File: config.mk
export PLATFORM = sky130hd
export DESIGN_NAME = pic_control
export DESIGN_NICKNAME = d
export VERILOG_FILES = /design/src/pkg/pic_pkg.sv /design/src/logic/pic_fifo.sv /design/src/logic/pic_timer.sv /design/src/logic/pic_control.sv
export SDC_FILE = /design/constraint.sdc
export NUM_CORES = 2
export LEC_CHECK = 0
export ABC_AREA = 1
export BUFFER_PORTS_ARGS = -buffer_cell sky130_fd_sc_hd__buf_2
export CORE_ASPECT_RATIO = 1.1
export CORE_MARGIN = 2
export CORE_UTILIZATION = 65
export DETAILED_ROUTE_END_ITERATION = 10
export PLACE_DENSITY_LB_ADDON = 0.15
export SYNTH_ARGS = -nofsm -noshare
export SYNTH_HDL_FRONTEND = slang
export SYNTH_SLANG_ARGS = --single-unit
File: constraint.sdc
create_clock -name i_ref_clk -period 87.1 [get_ports i_ref_clk]
set_input_delay 0 -clock i_ref_clk [delete_from_list [all_inputs] [get_ports i_ref_clk]]
set_output_delay 0 -clock i_ref_clk [all_outputs]
set_load 0.02 [all_outputs]
File: src/pkg/pic_pkg.sv
// Package of constants for the position indicator control block.
// Assumes a single 25 MHz system clock and power cycle as reset.
package pic_pkg;
  // ----------------------------------------------------------------
  // Timing
  // ----------------------------------------------------------------
  localparam int unsigned CLK_HZ = 25000000;
  localparam int unsigned TX_PERIOD_MS = 250;
  localparam int unsigned TX_PERIOD_CYC = CLK_HZ / 1000 * TX_PERIOD_MS;
  localparam int unsigned ACK_HOLD_MS = 1000;
  localparam int unsigned ACK_HOLD_CYC = CLK_HZ / 1000 * ACK_HOLD_MS;
  localparam int unsigned MIN_CYC = CLK_HZ / 1000 * 60000;
  localparam int unsigned RADIO_OFF_MS = 10000;
  // ----------------------------------------------------------------
  // Parameter limits and reset values
  // ----------------------------------------------------------------
  localparam logic [2:0] UNIT_INCH = 3'h1;
  localparam logic [2:0] UNIT_MAX = 3'h4;
  localparam logic [2:0] DP_DEFAULT = 3'h2;
  localparam logic [2:0] DP_MAX = 3'h4;
  localparam logic [4:0] POWER_OFF_DEFAULT = 5'h01;
  localparam logic [16:0] SCALE_DEFAULT = 17'h02710;
  localparam logic [16:0] SCALE_MIN = 17'h00001;
  localparam logic [16:0] SCALE_MAX = 17'h1869f;
  localparam logic signed [31:0] VALUE_MAX = 32'sh0098967f;
  localparam logic [1:0] OFFSET_COUNT_DEFAULT = 2'h3;
  localparam logic [7:0] TARGET_NET_DEFAULT = 8'h01;
  localparam logic [7:0] TARGET_NODE_DEFAULT = 8'h00;
  localparam logic [6:0] RADIO_CHANNEL_DEFAULT = 7'h6a;
  localparam logic [2:0] PROTOCOL_MAX = 3'h4;
  localparam logic [3:0] CAL_LAST_STEP = 4'h4;
  localparam logic [3:0] CAL_ERR_MAX = 4'ha;
  localparam int unsigned SCALE_DIV = 10000;
  // ----------------------------------------------------------------
  // Modes and states
  // ----------------------------------------------------------------
  typedef enum logic [1:0] {
    PIC_FR_64, PIC_FR_32, PIC_FR_16, PIC_FR_DEC
  } pic_frac_t;
  typedef enum logic [1:0] {
    PIC_ST_CAL, PIC_ST_RUN, PIC_ST_SLEEP
  } pic_state_t;
endpackage

File: src/logic/pic_fifo.sv
// Small synchronous FIFO with valid/ready on both sides.
// Assumes one clock; read data come from a register.
`timescale 1ns/1ns
module pic_fifo
  import pic_pkg::*;
#(
  parameter int WIDTH = 32,
  parameter int DEPTH = 16
)
(
  input wire logic i_ref_clk, // System clock
  input wire logic i_rst_n, // Async reset, low
  input wire logic i_in_valid, // Write request
  output logic o_in_ready, // Not full
  input wire logic [WIDTH-1:0] i_in_data, // Write data
  output logic o_out_valid, // Not empty
  input wire logic i_out_ready, // Drain accepts
  output logic [WIDTH-1:0] o_out_data // Head word
);
  localparam int AW = $clog2(DEPTH);
  logic [WIDTH-1:0] mem [DEPTH];
  logic [AW:0] wr_ptr;
  logic [AW:0] rd_ptr;
  logic [AW:0] count;
  wire do_wr = i_in_valid && o_in_ready;
  wire do_rd = o_out_valid && i_out_ready;
  wire [AW:0] next_count = count + {{AW{1'b0}}, do_wr}
    - {{AW{1'b0}}, do_rd};

  // ----------------------------------------------------------------
  // Storage and pointers
  // ----------------------------------------------------------------
  // Flags registered from the next count so they stay honest
  always_ff @(posedge i_ref_clk or negedge i_rst_n)
  begin
    if (!i_rst_n)
    begin
      wr_ptr <= '0;
      rd_ptr <= '0;
      count <= '0;
      o_in_ready <= 1'b1;
      o_out_valid <= 1'b0;
    end
    else
    begin
      if (do_wr)
        wr_ptr <= wr_ptr + 1'b1;
      if (do_rd)
        rd_ptr <= rd_ptr + 1'b1;
      count <= next_count;
      o_in_ready <= next_count != DEPTH[AW:0];
      o_out_valid <= next_count != '0;
    end
  end

  // Memory has no reset; head register tracks next read pointer
  always_ff @(posedge i_ref_clk)
  begin
    if (do_wr)
      mem[wr_ptr[AW-1:0]] <= i_in_data;
  end

  wire [AW:0] next_rd = do_rd ? rd_ptr + 1'b1 : rd_ptr;
  wire fwd = do_wr && (wr_ptr[AW-1:0] == next_rd[AW-1:0]);
  always_ff @(posedge i_ref_clk or negedge i_rst_n)
  begin
    if (!i_rst_n)
      o_out_data <= '0;
    else if (fwd)
      o_out_data <= i_in_data;
    else
      o_out_data <= mem[next_rd[AW-1:0]];
  end
endmodule

File: src/logic/pic_timer.sv
// Down-counting interval timer giving a one-cycle expiry pulse.
// Assumes one clock; restart reloads the count.
`timescale 1ns/1ns
module pic_timer
  import pic_pkg::*;
#(
  parameter int unsigned COUNT = 1000
)
(
  input wire logic i_ref_clk, // System clock
  input wire logic i_rst_n, // Async reset, low
  input wire logic i_run, // Count while high
  input wire logic i_restart, // Reload to full count
  output logic o_tick // Expiry pulse
);
  localparam int CW = $clog2(COUNT + 1);
  localparam logic [CW-1:0] LOAD = CW'(COUNT - 1);
  logic [CW-1:0] cnt;

  // Reload on restart, stop and reload when not running
  always_ff @(posedge i_ref_clk or negedge i_rst_n)
  begin
    if (!i_rst_n)
    begin
      cnt <= LOAD;
      o_tick <= 1'b0;
    end
    else
    begin
      o_tick <= 1'b0;
      if (i_restart || !i_run)
        cnt <= LOAD;
      else if (cnt == '0)
      begin
        cnt <= LOAD;
        o_tick <= 1'b1;
      end
      else
        cnt <= cnt - 1'b1;
    end
  end
endmodule

File: src/logic/pic_control.sv
// Control logic of a battery position indicator: parameters, calibration,
// operator functions and radio send requests.
// Assumes key inputs are debounced one-cycle pulses synchronous to clock.
`timescale 1ns/1ns
module pic_control
  import pic_pkg::*;
#(
  parameter int unsigned TX_CYC = TX_PERIOD_CYC,
  parameter int unsigned ACK_CYC = ACK_HOLD_CYC,
  parameter int unsigned MINUTE_CYC = MIN_CYC,
  parameter int FIFO_DEPTH = 16
)
(
  input wire logic i_ref_clk, // 25 MHz system clock
  input wire logic i_rst_n, // Power cycle reset, low
  // Keys at power-up and operator level
  input wire logic i_cal_key_held, // Calibration key at power-up
  input wire logic i_incabs_key_held, // Incr/abs key at power-up
  input wire logic i_key_set, // Set key pulse
  input wire logic i_key_incabs, // Incr/abs key pulse
  input wire logic i_key_offset, // Offset key pulse
  input wire logic i_key_func, // Function key pulse
  input wire logic i_key_ref, // Reference combination pulse
  // Sensor front end
  input wire logic signed [31:0] i_position, // Raw position counts
  input wire logic i_sensor_moved, // Movement detected pulse
  input wire logic i_cal_step, // Calibration step done pulse
  input wire logic i_cal_fail, // Calibration failed pulse
  input wire logic [3:0] i_cal_err_code, // Failure code 1..10
  // Parameter editing level
  input wire logic i_param_we, // Write parameter set
  input wire logic i_edit_negate, // Sign key on edited value
  input wire logic signed [31:0] i_edit_value, // Value being edited
  input wire logic i_edit_leave, // Leaving edit level pulse
  input wire logic i_tx_trigger, // 0 cyclic, 1 set key
  input wire logic i_direction, // 1 inverts counting
  input wire logic [2:0] i_unit_symbol_param, // Unit 0..4
  input wire logic [2:0] i_decimal_point_param, // Point 0..4
  input wire logic [4:0] i_power_off_time_param, // Minutes, 0 off
  input wire logic [2:0] i_key_lock_param, // Set, incabs, offset
  input wire logic [16:0] i_scale_factor_param, // Factor x10000
  input wire logic signed [31:0] i_reference_value_param, // Reference
  input wire logic signed [31:0] i_first_offset_param, // Offset 1
  input wire logic signed [31:0] i_second_offset_param, // Offset 2
  input wire logic signed [31:0] i_third_offset_param, // Offset 3
  input wire logic [1:0] i_offset_count_param, // Allowed offsets
  input wire logic [6:0] i_radio_channel_param, // Radio channel
  input wire logic [7:0] i_target_net_param, // Target net
  input wire logic [7:0] i_target_node_param, // Target node
  input wire logic [2:0] i_transmit_protocol_param, // 0 off, 1..4
  // Radio
  input wire logic i_radio_ack, // Receiver acknowledge pulse
  input wire logic i_radio_ready, // Radio accepts a frame
  output logic o_radio_valid, // Frame ready to send
  output logic [31:0] o_radio_value, // Display value to send
  output logic [2:0] o_radio_protocol, // Protocol of the frame
  output logic [6:0] o_radio_channel, // Channel latched at start
  output logic [7:0] o_radio_net, // Net latched at start
  output logic [7:0] o_radio_node, // Node latched at start
  // Display and status
  output logic signed [31:0] o_display_value, // Scaled display value
  output logic o_unit_inch, // Inch mode active
  output logic [2:0] o_unit_symbol, // Symbol code 0..4
  output logic [2:0] o_decimal_point, // Point, 0 in inch mode
  output logic [1:0] o_fraction_mode, // 64, 32, 16, decimal
  output logic o_incremental, // INC symbol, else ABS
  output logic [1:0] o_offset_icon, // 0 none, 1..3 offset
  output logic o_ack_icon, // Reception icon
  output logic o_calibrating, // Calibration running
  output logic [3:0] o_cal_step, // CAL step 0..4
  output logic [3:0] o_error_code, // Error code, 0 none
  output logic o_sleep, // Sleep mode
  output logic o_flash_write, // Store parameters pulse
  output logic signed [31:0] o_edit_result // Edited value after sign
);
  // ----------------------------------------------------------------
  // Parameter set
  // ----------------------------------------------------------------
  logic tx_trig, dir_inv;
  logic [2:0] unit_sym, dp, key_lock, protocol;
  logic [4:0] off_time;
  logic [16:0] scale;
  logic signed [31:0] ref_val, off1, off2, off3;
  logic [1:0] off_count;
  logic [6:0] chan_live;
  logic [7:0] net_live, node_live;
  logic load_defaults;

  function automatic logic signed [31:0] clip(input logic signed [31:0] v);
    if (v > VALUE_MAX)
      return VALUE_MAX;
    else if (v < -VALUE_MAX)
      return -VALUE_MAX;
    else
      return v;
  endfunction

  // Writes clamp to documented ranges, except protocol, which drops to 0. Reset already holds the factory
  // set, so the restore path only keeps a write out of its first cycle.
  always_ff @(posedge i_ref_clk or negedge i_rst_n)
  begin
    if (!i_rst_n)
    begin
      tx_trig <= 1'b0;
      dir_inv <= 1'b0;
      unit_sym <= '0;
      dp <= DP_DEFAULT;
      off_time <= POWER_OFF_DEFAULT;
      key_lock <= '0;
      scale <= SCALE_DEFAULT;
      ref_val <= '0;
      off1 <= '0;
      off2 <= '0;
      off3 <= '0;
      off_count <= OFFSET_COUNT_DEFAULT;
      chan_live <= RADIO_CHANNEL_DEFAULT;
      net_live <= TARGET_NET_DEFAULT;
      node_live <= TARGET_NODE_DEFAULT;
      protocol <= '0;
    end
    else if (i_param_we && !load_defaults)
    begin
      tx_trig <= i_tx_trigger;
      dir_inv <= i_direction;
      unit_sym <= (i_unit_symbol_param > UNIT_MAX) ? UNIT_MAX
        : i_unit_symbol_param;
      dp <= (i_decimal_point_param > DP_MAX) ? DP_MAX
        : i_decimal_point_param;
      off_time <= i_power_off_time_param;
      key_lock <= i_key_lock_param;
      scale <= (i_scale_factor_param > SCALE_MAX) ? SCALE_MAX
        : (i_scale_factor_param < SCALE_MIN) ? SCALE_MIN
        : i_scale_factor_param;
      ref_val <= clip(i_reference_value_param);
      off1 <= clip(i_first_offset_param);
      off2 <= clip(i_second_offset_param);
      off3 <= clip(i_third_offset_param);
      off_count <= i_offset_count_param;
      chan_live <= i_radio_channel_param;
      net_live <= i_target_net_param;
      node_live <= i_target_node_param;
      protocol <= (i_transmit_protocol_param > PROTOCOL_MAX) ? '0
        : i_transmit_protocol_param;
    end
  end

  // Radio addressing frozen once after reset release
  logic addr_taken;
  always_ff @(posedge i_ref_clk or negedge i_rst_n)
  begin
    if (!i_rst_n)
    begin
      addr_taken <= 1'b0;
      o_radio_channel <= '0;
      o_radio_net <= '0;
      o_radio_node <= '0;
    end
    else if (!addr_taken)
    begin
      addr_taken <= 1'b1;
      o_radio_channel <= chan_live;
      o_radio_net <= net_live;
      o_radio_node <= node_live;
    end
  end

  // ----------------------------------------------------------------
  // Power-up paths and sleep
  // ----------------------------------------------------------------
  pic_state_t state;
  logic started, awake_evt, sleep_tick, minute_tick;
  logic [4:0] idle_min;
  wire any_key = i_key_set | i_key_incabs | i_key_offset | i_key_ref;
  assign awake_evt = i_sensor_moved | i_key_func;
  assign load_defaults = !started && i_incabs_key_held;

  pic_timer #(.COUNT(MINUTE_CYC)) u_minute (
    .i_ref_clk(i_ref_clk),
    .i_rst_n(i_rst_n),
    .i_run(state == PIC_ST_RUN),
    .i_restart(awake_evt | any_key),
    .o_tick(minute_tick)
  );
  assign sleep_tick = minute_tick && off_time != '0
    && idle_min + 5'h01 >= off_time;

  // Straps caught on the first clock after release
  always_ff @(posedge i_ref_clk or negedge i_rst_n)
  begin
    if (!i_rst_n)
    begin
      started <= 1'b0;
      state <= PIC_ST_RUN;
      o_cal_step <= '0;
      o_error_code <= '0;
      idle_min <= '0;
    end
    else
    begin
      started <= 1'b1;
      case (state)
        PIC_ST_CAL:
        begin
          if (i_cal_fail)
          begin
            o_error_code <= (i_cal_err_code == '0) ? 4'h1
              : (i_cal_err_code > CAL_ERR_MAX) ? CAL_ERR_MAX
              : i_cal_err_code;
            state <= PIC_ST_RUN;
          end
          else if (i_cal_step)
          begin
            if (o_cal_step == CAL_LAST_STEP)
              state <= PIC_ST_RUN;
            else
              o_cal_step <= o_cal_step + 4'h1;
          end
        end
        PIC_ST_RUN:
        begin
          if (!started && (i_cal_key_held || i_incabs_key_held))
          begin
            state <= PIC_ST_CAL;
            o_cal_step <= '0;
          end
          else if (awake_evt || any_key)
            idle_min <= '0;
          else if (sleep_tick)
          begin
            state <= PIC_ST_SLEEP;
            idle_min <= '0;
          end
          else if (minute_tick)
            idle_min <= idle_min + 5'h01;
        end
        PIC_ST_SLEEP:
        begin
          if (awake_evt)
            state <= PIC_ST_RUN;
        end
        default: state <= PIC_ST_RUN;
      endcase
    end
  end

  // ----------------------------------------------------------------
  // Operator level
  // ----------------------------------------------------------------
  wire op = state == PIC_ST_RUN && started;
  wire key_set_ok = op && i_key_set && !key_lock[2];
  wire key_ia_ok = op && i_key_incabs && !key_lock[1];
  wire key_off_ok = op && i_key_offset && !key_lock[0];
  wire inch = unit_sym == UNIT_INCH;
  logic incr;
  logic [1:0] off_sel;
  logic signed [31:0] zero_pt;
  pic_frac_t frac;
  wire signed [31:0] pos_dir = dir_inv ? -i_position : i_position;
  wire signed [31:0] sel_off = (off_sel == 2'h1) ? off1
    : (off_sel == 2'h2) ? off2 : (off_sel == 2'h3) ? off3 : 32'sh0;
  wire signed [49:0] scaled = pos_dir * $signed({1'b0, scale});
  wire signed [31:0] disp_base = 32'(scaled / $signed(50'(SCALE_DIV)));
  wire signed [31:0] next_display = disp_base - zero_pt
    + (incr ? 32'sh0 : sel_off);
  wire [1:0] next_off = (off_sel >= off_count) ? 2'h0
    : off_sel + 2'h1;

  // Key handling; zero point set so the display shows the target
  always_ff @(posedge i_ref_clk or negedge i_rst_n)
  begin
    if (!i_rst_n)
    begin
      incr <= 1'b0;
      off_sel <= '0;
      zero_pt <= '0;
      frac <= PIC_FR_64;
    end
    else
    begin
      if (i_key_ref && op && (incr || off_sel == '0))
        zero_pt <= disp_base - ref_val;
      else if (key_ia_ok)
      begin
        incr <= !incr;
        if (!incr)
          zero_pt <= disp_base;
        else
          zero_pt <= '0;
      end
      if (key_off_ok && !incr)
        off_sel <= next_off;
      if (off_sel > off_count)
        off_sel <= '0;
      if (key_set_ok && inch)
        frac <= pic_frac_t'(frac + 2'h1);
    end
  end

  // Display outputs registered
  always_ff @(posedge i_ref_clk or negedge i_rst_n)
  begin
    if (!i_rst_n)
    begin
      o_display_value <= '0;
      o_unit_inch <= 1'b0;
      o_unit_symbol <= '0;
      o_decimal_point <= DP_DEFAULT;
      o_fraction_mode <= '0;
      o_incremental <= 1'b0;
      o_offset_icon <= '0;
      o_calibrating <= 1'b0;
      o_sleep <= 1'b0;
    end
    else
    begin
      o_display_value <= next_display;
      o_unit_inch <= inch;
      o_unit_symbol <= unit_sym;
      o_decimal_point <= inch ? 3'h0 : dp;
      o_fraction_mode <= inch ? frac : 2'h0;
      o_incremental <= incr;
      o_offset_icon <= incr ? 2'h0 : off_sel;
      o_calibrating <= state == PIC_ST_CAL;
      o_sleep <= state == PIC_ST_SLEEP;
    end
  end

  // ----------------------------------------------------------------
  // Radio send path
  // ----------------------------------------------------------------
  logic cyc_tick, ack_tick, fifo_ready, pending;
  pic_timer #(.COUNT(TX_CYC)) u_cyclic (
    .i_ref_clk(i_ref_clk),
    .i_rst_n(i_rst_n),
    .i_run(op && !tx_trig),
    .i_restart(1'b0),
    .o_tick(cyc_tick)
  );
  // Sleep and protocol 0 block every request at the source
  wire tx_req = op && protocol != '0 && (tx_trig ? key_set_ok
    : cyc_tick);
  wire tx_push = tx_req && !pending && fifo_ready;

  // One request in flight; pending clears when the radio takes it
  always_ff @(posedge i_ref_clk or negedge i_rst_n)
  begin
    if (!i_rst_n)
      pending <= 1'b0;
    else if (tx_push)
      pending <= 1'b1;
    else if (o_radio_valid && i_radio_ready)
      pending <= 1'b0;
  end

  logic [34:0] fifo_out;
  pic_fifo #(.WIDTH(35), .DEPTH(FIFO_DEPTH)) u_fifo (
    .i_ref_clk(i_ref_clk),
    .i_rst_n(i_rst_n),
    .i_in_valid(tx_push),
    .o_in_ready(fifo_ready),
    .i_in_data({protocol, next_display}),
    .o_out_valid(o_radio_valid),
    .i_out_ready(i_radio_ready),
    .o_out_data(fifo_out)
  );
  assign o_radio_value = fifo_out[31:0];
  assign o_radio_protocol = fifo_out[34:32];

  pic_timer #(.COUNT(ACK_CYC)) u_ack (
    .i_ref_clk(i_ref_clk),
    .i_rst_n(i_rst_n),
    .i_run(o_ack_icon),
    .i_restart(i_radio_ack),
    .o_tick(ack_tick)
  );
  // Acknowledge wins over expiry in the same cycle
  always_ff @(posedge i_ref_clk or negedge i_rst_n)
  begin
    if (!i_rst_n)
      o_ack_icon <= 1'b0;
    else if (i_radio_ack)
      o_ack_icon <= 1'b1;
    else if (ack_tick)
      o_ack_icon <= 1'b0;
  end

  // ----------------------------------------------------------------
  // Editing helpers
  // ----------------------------------------------------------------
  always_ff @(posedge i_ref_clk or negedge i_rst_n)
  begin
    if (!i_rst_n)
    begin
      o_flash_write <= 1'b0;
      o_edit_result <= '0;
    end
    else
    begin
      o_flash_write <= i_edit_leave;
      o_edit_result <= (i_edit_negate && i_edit_value != '0)
        ? -i_edit_value : i_edit_value;
    end
  end
endmodule

* Yosys cells after proc, flatten, opt, wreduce, memory -nomap -nowiden
Memory sizes are Yosys's and may differ from the RTL's. A register that Yosys moved wholly into a read port is not among the register bits.
Index checks and enable logic that the tools add are counted.
W data, S select, Z words.
** Word-level totals
- Register bits :: 445
- Memory bits (writable) :: 560
- Input port bits :: 274
- Logic and storage cells :: 240
- Memories kept :: 1
** Operators by class
- Add/subtract/negate cells :: 16
- $mul :: 1
- Div/mod/pow operators :: 1
- Order comparisons :: 17
- Equal/unequal tests :: 17
- Multiplexer cells :: 66
- Bitwise logic cells :: 7
- Reductions and logical operators :: 61
** Memory list
- u_fifo.mem :: words 16, width 35, rd ports 1, clocked after memory_dff 1, wr ports 1, line pic_fifo.sv:21 : logic [WIDTH-1:0] mem [DEPTH];
** Operator list (count)
- $mux W32 :: 17
- $gt A32 B25 Y1 const B :: 4
- $lt A32 B25 Y1 const B :: 4
- $neg A32 Y32 :: 2
- $sub A32 B32 Y32 :: 2
- $mux W31 :: 2
- $div A50 B15 Y50 const B :: 1
- $mul A32 B18 Y50 :: 1
- $mux W25 :: 2
- $mux W23 :: 2
- $mux W17 :: 2
- $add A32 B32 Y32 :: 1
- $reduce_bool A32 Y1 :: 1
- $logic_not A31 Y1 :: 1
- $sub A31 B1 Y31 const B :: 1
- $mux W4 :: 7
- $logic_not A25 Y1 :: 1
- $sub A25 B1 Y25 const B :: 1
- $logic_and A1 B1 Y1 :: 24
- $mux W2 :: 12
- $logic_not A23 Y1 :: 1
- $sub A23 B1 Y23 const B :: 1
- $gt A17 B17 Y1 const B :: 1
- $lt A17 B1 Y1 const B :: 1
- 34 further kinds :: 94

* Depth between registers and ports, before layout
- Depth in word-level cells :: 12
- Depth in mapped cells :: 362
- Depth with buffers taken out :: 347

* By module
A second synthesis with hierarchy kept.
** Second synthesis, totals
- Cells, all modules :: 11398
- Area, all modules :: 90516.8 sq um
** By module, submodules not included
- pic_control :: instances 1, cells an instance 8376, area an instance 58931.5 sq um, sequential area each 8678.3 sq um
- pic_fifo :: instances 1, cells an instance 2409, area an instance 26696.9 sq um, sequential area each 18068.6 sq um
- pic_timer at u_minute :: instances 1, cells an instance 247, area an instance 1965.6 sq um, sequential area each 824.5 sq um
- pic_timer at u_ack :: instances 1, cells an instance 189, area an instance 1514.0 sq um, sequential area each 671.9 sq um
- pic_timer at u_cyclic :: instances 1, cells an instance 177, area an instance 1408.9 sq um, sequential area each 619.3 sq um

* Least setup slack after synthesis
OpenSTA, ideal clock, no wires.
- Path kind :: input -> register
- From :: in i_position[0]
- To :: mem u_fifo.mem[0][31] (data pin)
- Arrival time :: 37.611 ns
- Required time :: 86.884 ns
- Setup slack :: 49.272 ns
- Cell stages on the path :: 306
- Path buffers :: 34
- Cell sequence :: buf_6 -> nor3_1 -> inv_1 -> nor2_1 -> nand3_1 -> nor3_1 -> nand3_1 -> nor2_1 -> nand2_1 -> nor3_1 -> inv_1 -> nor3_1 -> inv_1 -> nor2_1 -> inv_1 -> nor3_1 -> a21oi_1 -> nor2_1 -> [... 270 more ...] -> a21oi_1 -> o21ai_0 -> a21oi_1 -> o21ai_0 -> a21oi_1 -> o21ai_0 -> a21oi_1 -> o21ai_0 -> a21oi_1 -> o21ai_0 -> a21oi_1 -> inv_1 -> nand2_1 -> o31ai_1 -> xor2_1 -> inv_1 -> nand3_1 -> and2_1
** On the way
- Cells in the longest elaborated chain, start to end :: 6
** Ends and longest elaborated chain
- from (decl) :: line pic_control.sv:25 : input wire logic signed [31:0] i_position,
- $neg A32 Y32 :: line pic_control.sv:258 : wire signed [31:0] pos_dir = dir_inv ? -i_position : i_position;
- $mux W32 * :: line pic_control.sv:258
- $mul A32 B18 Y50 * :: line pic_control.sv:261 : wire signed [49:0] scaled = pos_dir * $signed({1'b0, scale});
- $div A50 B15 Y50 * :: line pic_control.sv:262 : wire signed [31:0] disp_base = 32'(scaled / $signed(50'(SCALE_DIV)));
- $sub A32 B32 Y32 * :: line pic_control.sv:263 : wire signed [31:0] next_display = disp_base - zero_pt
- $add A32 B32 Y32 * :: line pic_control.sv:264 : + (incr ? 32'sh0 : sel_off);
- named net next_display[31] :: line pic_control.sv:263
- to (decl) :: line pic_fifo.sv:21
Mark *: on every way through the listed nets, which the timed path passes. The rest lies on a longest branch.

* Worst setup path in the final report
- From :: in i_position[0]
- To :: mem u_fifo.mem[4][31] (data pin)
The elaborated chain is that of the path after synthesis.

==> impl_results.md <==
- Status: complete, but fails checks
- Failing checks: DRC
- # fillers: 9686
- Unique cell type count in the Yosys netlist: 88
- Register Area: 0.0289 sq mm
- Post-Syn Nets: 11600
- Required @ worst endpoint: 87.55 ns
- Sink Count: 1038
- Crit path kind: primary input to flop
- Wire per inst: 21.4 microns
- Post-CTS setup buffer count: 0
- DR vias/cell: 5.94
- Most used cell, CP: nand2_2
- Seq/Total Area, Yosys: 0.334
- Layout cells sized above 1: 0.169
- Critical Path Source Type: primary input
- GR Util All Layers: 0.412
- Setup-failing EPs final: 0
- First-pass GRT wire length: 434000 microns
- # DRC: 1
- Initial Utilization: 0.654
- Fmax: 21.2 MHz
- Fin Setup TNS: 0 ns
- Core footprint: 0.132 sq mm
- Hold-critical path depth: 4
- Hold Vio Cnt, Final: 0
- Clock Pin Slew Worst Setup and Hold Paths: 0.07 ns
- FF-to-FF Start: dir_inv
- Post-route ant nets: 0
- Register-to-register setup slack: 40.80 ns
- Post-synth top area cell: edfxtp_1
- Layout area overhead: 12.2%
- Largest cells by area after synthesis: edfxtp_1, fa_1, dfrtp_1
- Min-Delay Startpoint: i_target_net_param[2]
- Async SR Flop Fraction: 0.461
- Yosys warnings: 0
- RR Endpoint: u_fifo.mem[4][31]
- Hold WC Path Type: primary input to flop
- Layout Nets: 12300
- Die Ht: 387 microns
- Slowest CP cell: fa_1
- IO Count: 421
- Tcrit/Tclk final: 0.542
- Vias in the first global route: 78000
- Largest net degree at the start of global routing: 171
- Post-synthesis instance total: 10600
- Die width: 352 microns
- Synthesized area: 0.0865 sq mm
- Post-route cell area: 0.0970 sq mm
- Count leader, synth: nand2_1
- Post-route insts no fill: 13100
- Synthesized flop and latch total: 1038
- Gp weighted congestion: 0.986
- CTS Buf Count: 98
- Final HPWL DP: 196000 microns
- Synth top area share: 0.194
- Peak per-stage delay on the critical path: 0.99 ns
- Final-report max-slew violation count: 0
- Hold path endpoint: net_live[2]
- Top_reg_cell synth: edfxtp_1
- Post-synth EDFFs: 560
- Synthesized area per cell: 8.18 sq um
- Relative slew slack: 0.0373
- Worst-path fanout max: 31
- CP endpoint kind: flop
- Die footprint: 0.136 sq mm
- Clk buf depth: 3
- Skew final: 0.0702 ns
- RSZ-0062 raised after global routing: false
- Worst R2R Path Depth: 274
- Final hold slack: 0.0442 ns
- Worst-Skew Late Latency: 0.74 ns
- Footprint of the multi-input gates: 0.0493 sq mm
- # resized after CTS: 0
- CTS H-tree depth: 3
- Grt ovf: 0
- Root Buffer: clkbuf_16
- Drt pass-1 iters: 11
- CTS tree: yes
- Placed inst area: 0.0900 sq mm
- CP arrival: 47.64 ns
- Iter 0 DRT Violations: 9635
- Initial antenna violation count: 35
- WL final: 280000 microns
- Std cell rows: 140
- Least-Margin Pin Slew: 1.44 ns
- Dpl cells: 12500
- Hold Buf Count CTS: 354
- Fin crit period: 47.19 ns
- Max cap viols: 0
- Port Buffers: 420
- Vias post-DR: 77800
- Synth cell count leaders: nand2_1, inv_1, nor2_1, o21ai_0, edfxtp_1
layout make-up:
class / instances / area share
Antenna cell: 26 / 0.000671
Tap cell: 1775 / 0.0229
Timing Repair Buffer: 879 / 0.0667
Inverter: 1758 / 0.0694
Clock buffer: 134 / 0.0283
Multi-Input combinational cell: 7436 / 0.508
Sequential cell: 1038 / 0.298
Clock inverter: 48 / 0.00677
stage by stage:
stage / util / setup WS (ns)
2_1_floorplan: - / 49.27
3_3_place_gp: 0.680 / 41.09
3_5_place_dp: 0.680 / 39.62
4_1_cts: 0.733 / 40.24
5_1_grt: 0.733 / 34.81
6_report: 0.734 / 39.91
sequential cells by signal, summed over array words and instances, names as in the netlist, 8 cells and up:
| name | count |
|---|---|
| u_fifo.mem | 560 |
| u_fifo.o_out_data | 35 |
| o_display_value | 32 |
| o_edit_result | 32 |
| off1 | 32 |
| off2 | 32 |
| off3 | 32 |
| ref_val | 32 |
| zero_pt | 32 |
| u_minute.cnt | 31 |
| u_ack.cnt | 25 |
| u_cyclic.cnt | 23 |
| scale | 17 |
| net_live | 8 |
| node_live | 8 |
| o_radio_net | 8 |
| o_radio_node | 8 |
metal layers:
metal  GRT usage  up-vias  wire length, microns
met3       0.105     1295                 31200
met4       0.244       18                 19500
li1            -    35200                     -
met5           0        -                   118
met1       0.502    36600                100000
met2       0.659     4686                129000
logic make-up (layout without fill, tap and decap cells):
| logic type | Yosys count | after routing | share of synthesized area |
|---|---|---|---|
| AO/OA/AOI/OAI | 1508 | 1508 | 0.105 |
| XOR/XNOR | 278 | 278 | 0.0285 |
| adder cells (fa/ha/maj) | 773 | 773 | 0.160 |
| buffers and inverters | 2102 | 2819 | 0.0995 |
| flip-flops | 1038 | 1038 | 0.334 |
| other | 1 | 27 | 0.0000434 |
| AND/OR/NAND/NOR | 4876 | 4876 | 0.273 |
critical path, delay by kind of cell:
kind	cells	cell delay [ns]
AND/OR/NAND/NOR	207	29.23
AO/OA/AOI/OAI	34	8.40
adder cells (fa/ha/maj)	10	5.11
buffers and inverters	34	3.89
XOR/XNOR	3	0.80
worst max path at each step:
stage	start	end	slack, ns	depth (start not counted)
finish	i_position[0]	u_fifo.mem[4][31]	39.91	288
global route	i_position[0]	u_fifo.mem[10][31]	34.81	294
CTS	i_position[0]	u_fifo.mem[9][31]	40.24	286
detailed placement	i_position[0]	u_fifo.mem[10][31]	39.62	286
global placement	i_position[0]	u_fifo.mem[10][31]	41.09	290
floorplan	i_position[0]	u_fifo.mem[0][31]	49.27	306
cells in the final DEF (no fill, tap or decap), drive strengths merged, types with 68 or more instances in the layout:
cell            n
nand2        2498
inv          1700
nor2         1439
o21ai         699
nand3         602
edfxtp        560
fa            554
buf           526
dfrtp         410
dlygate4sd3   353
a21oi         327
ha            219
xor2          200
clkbuf        134
nand4         132
o211ai        121
nor3           90
clkinv         86
o221ai         84
xnor2          78
o22ai          70
dfstp          68
Power is not shown: default switching activity piles up to over one toggle a cycle in this logic, so the estimate is an artifact.
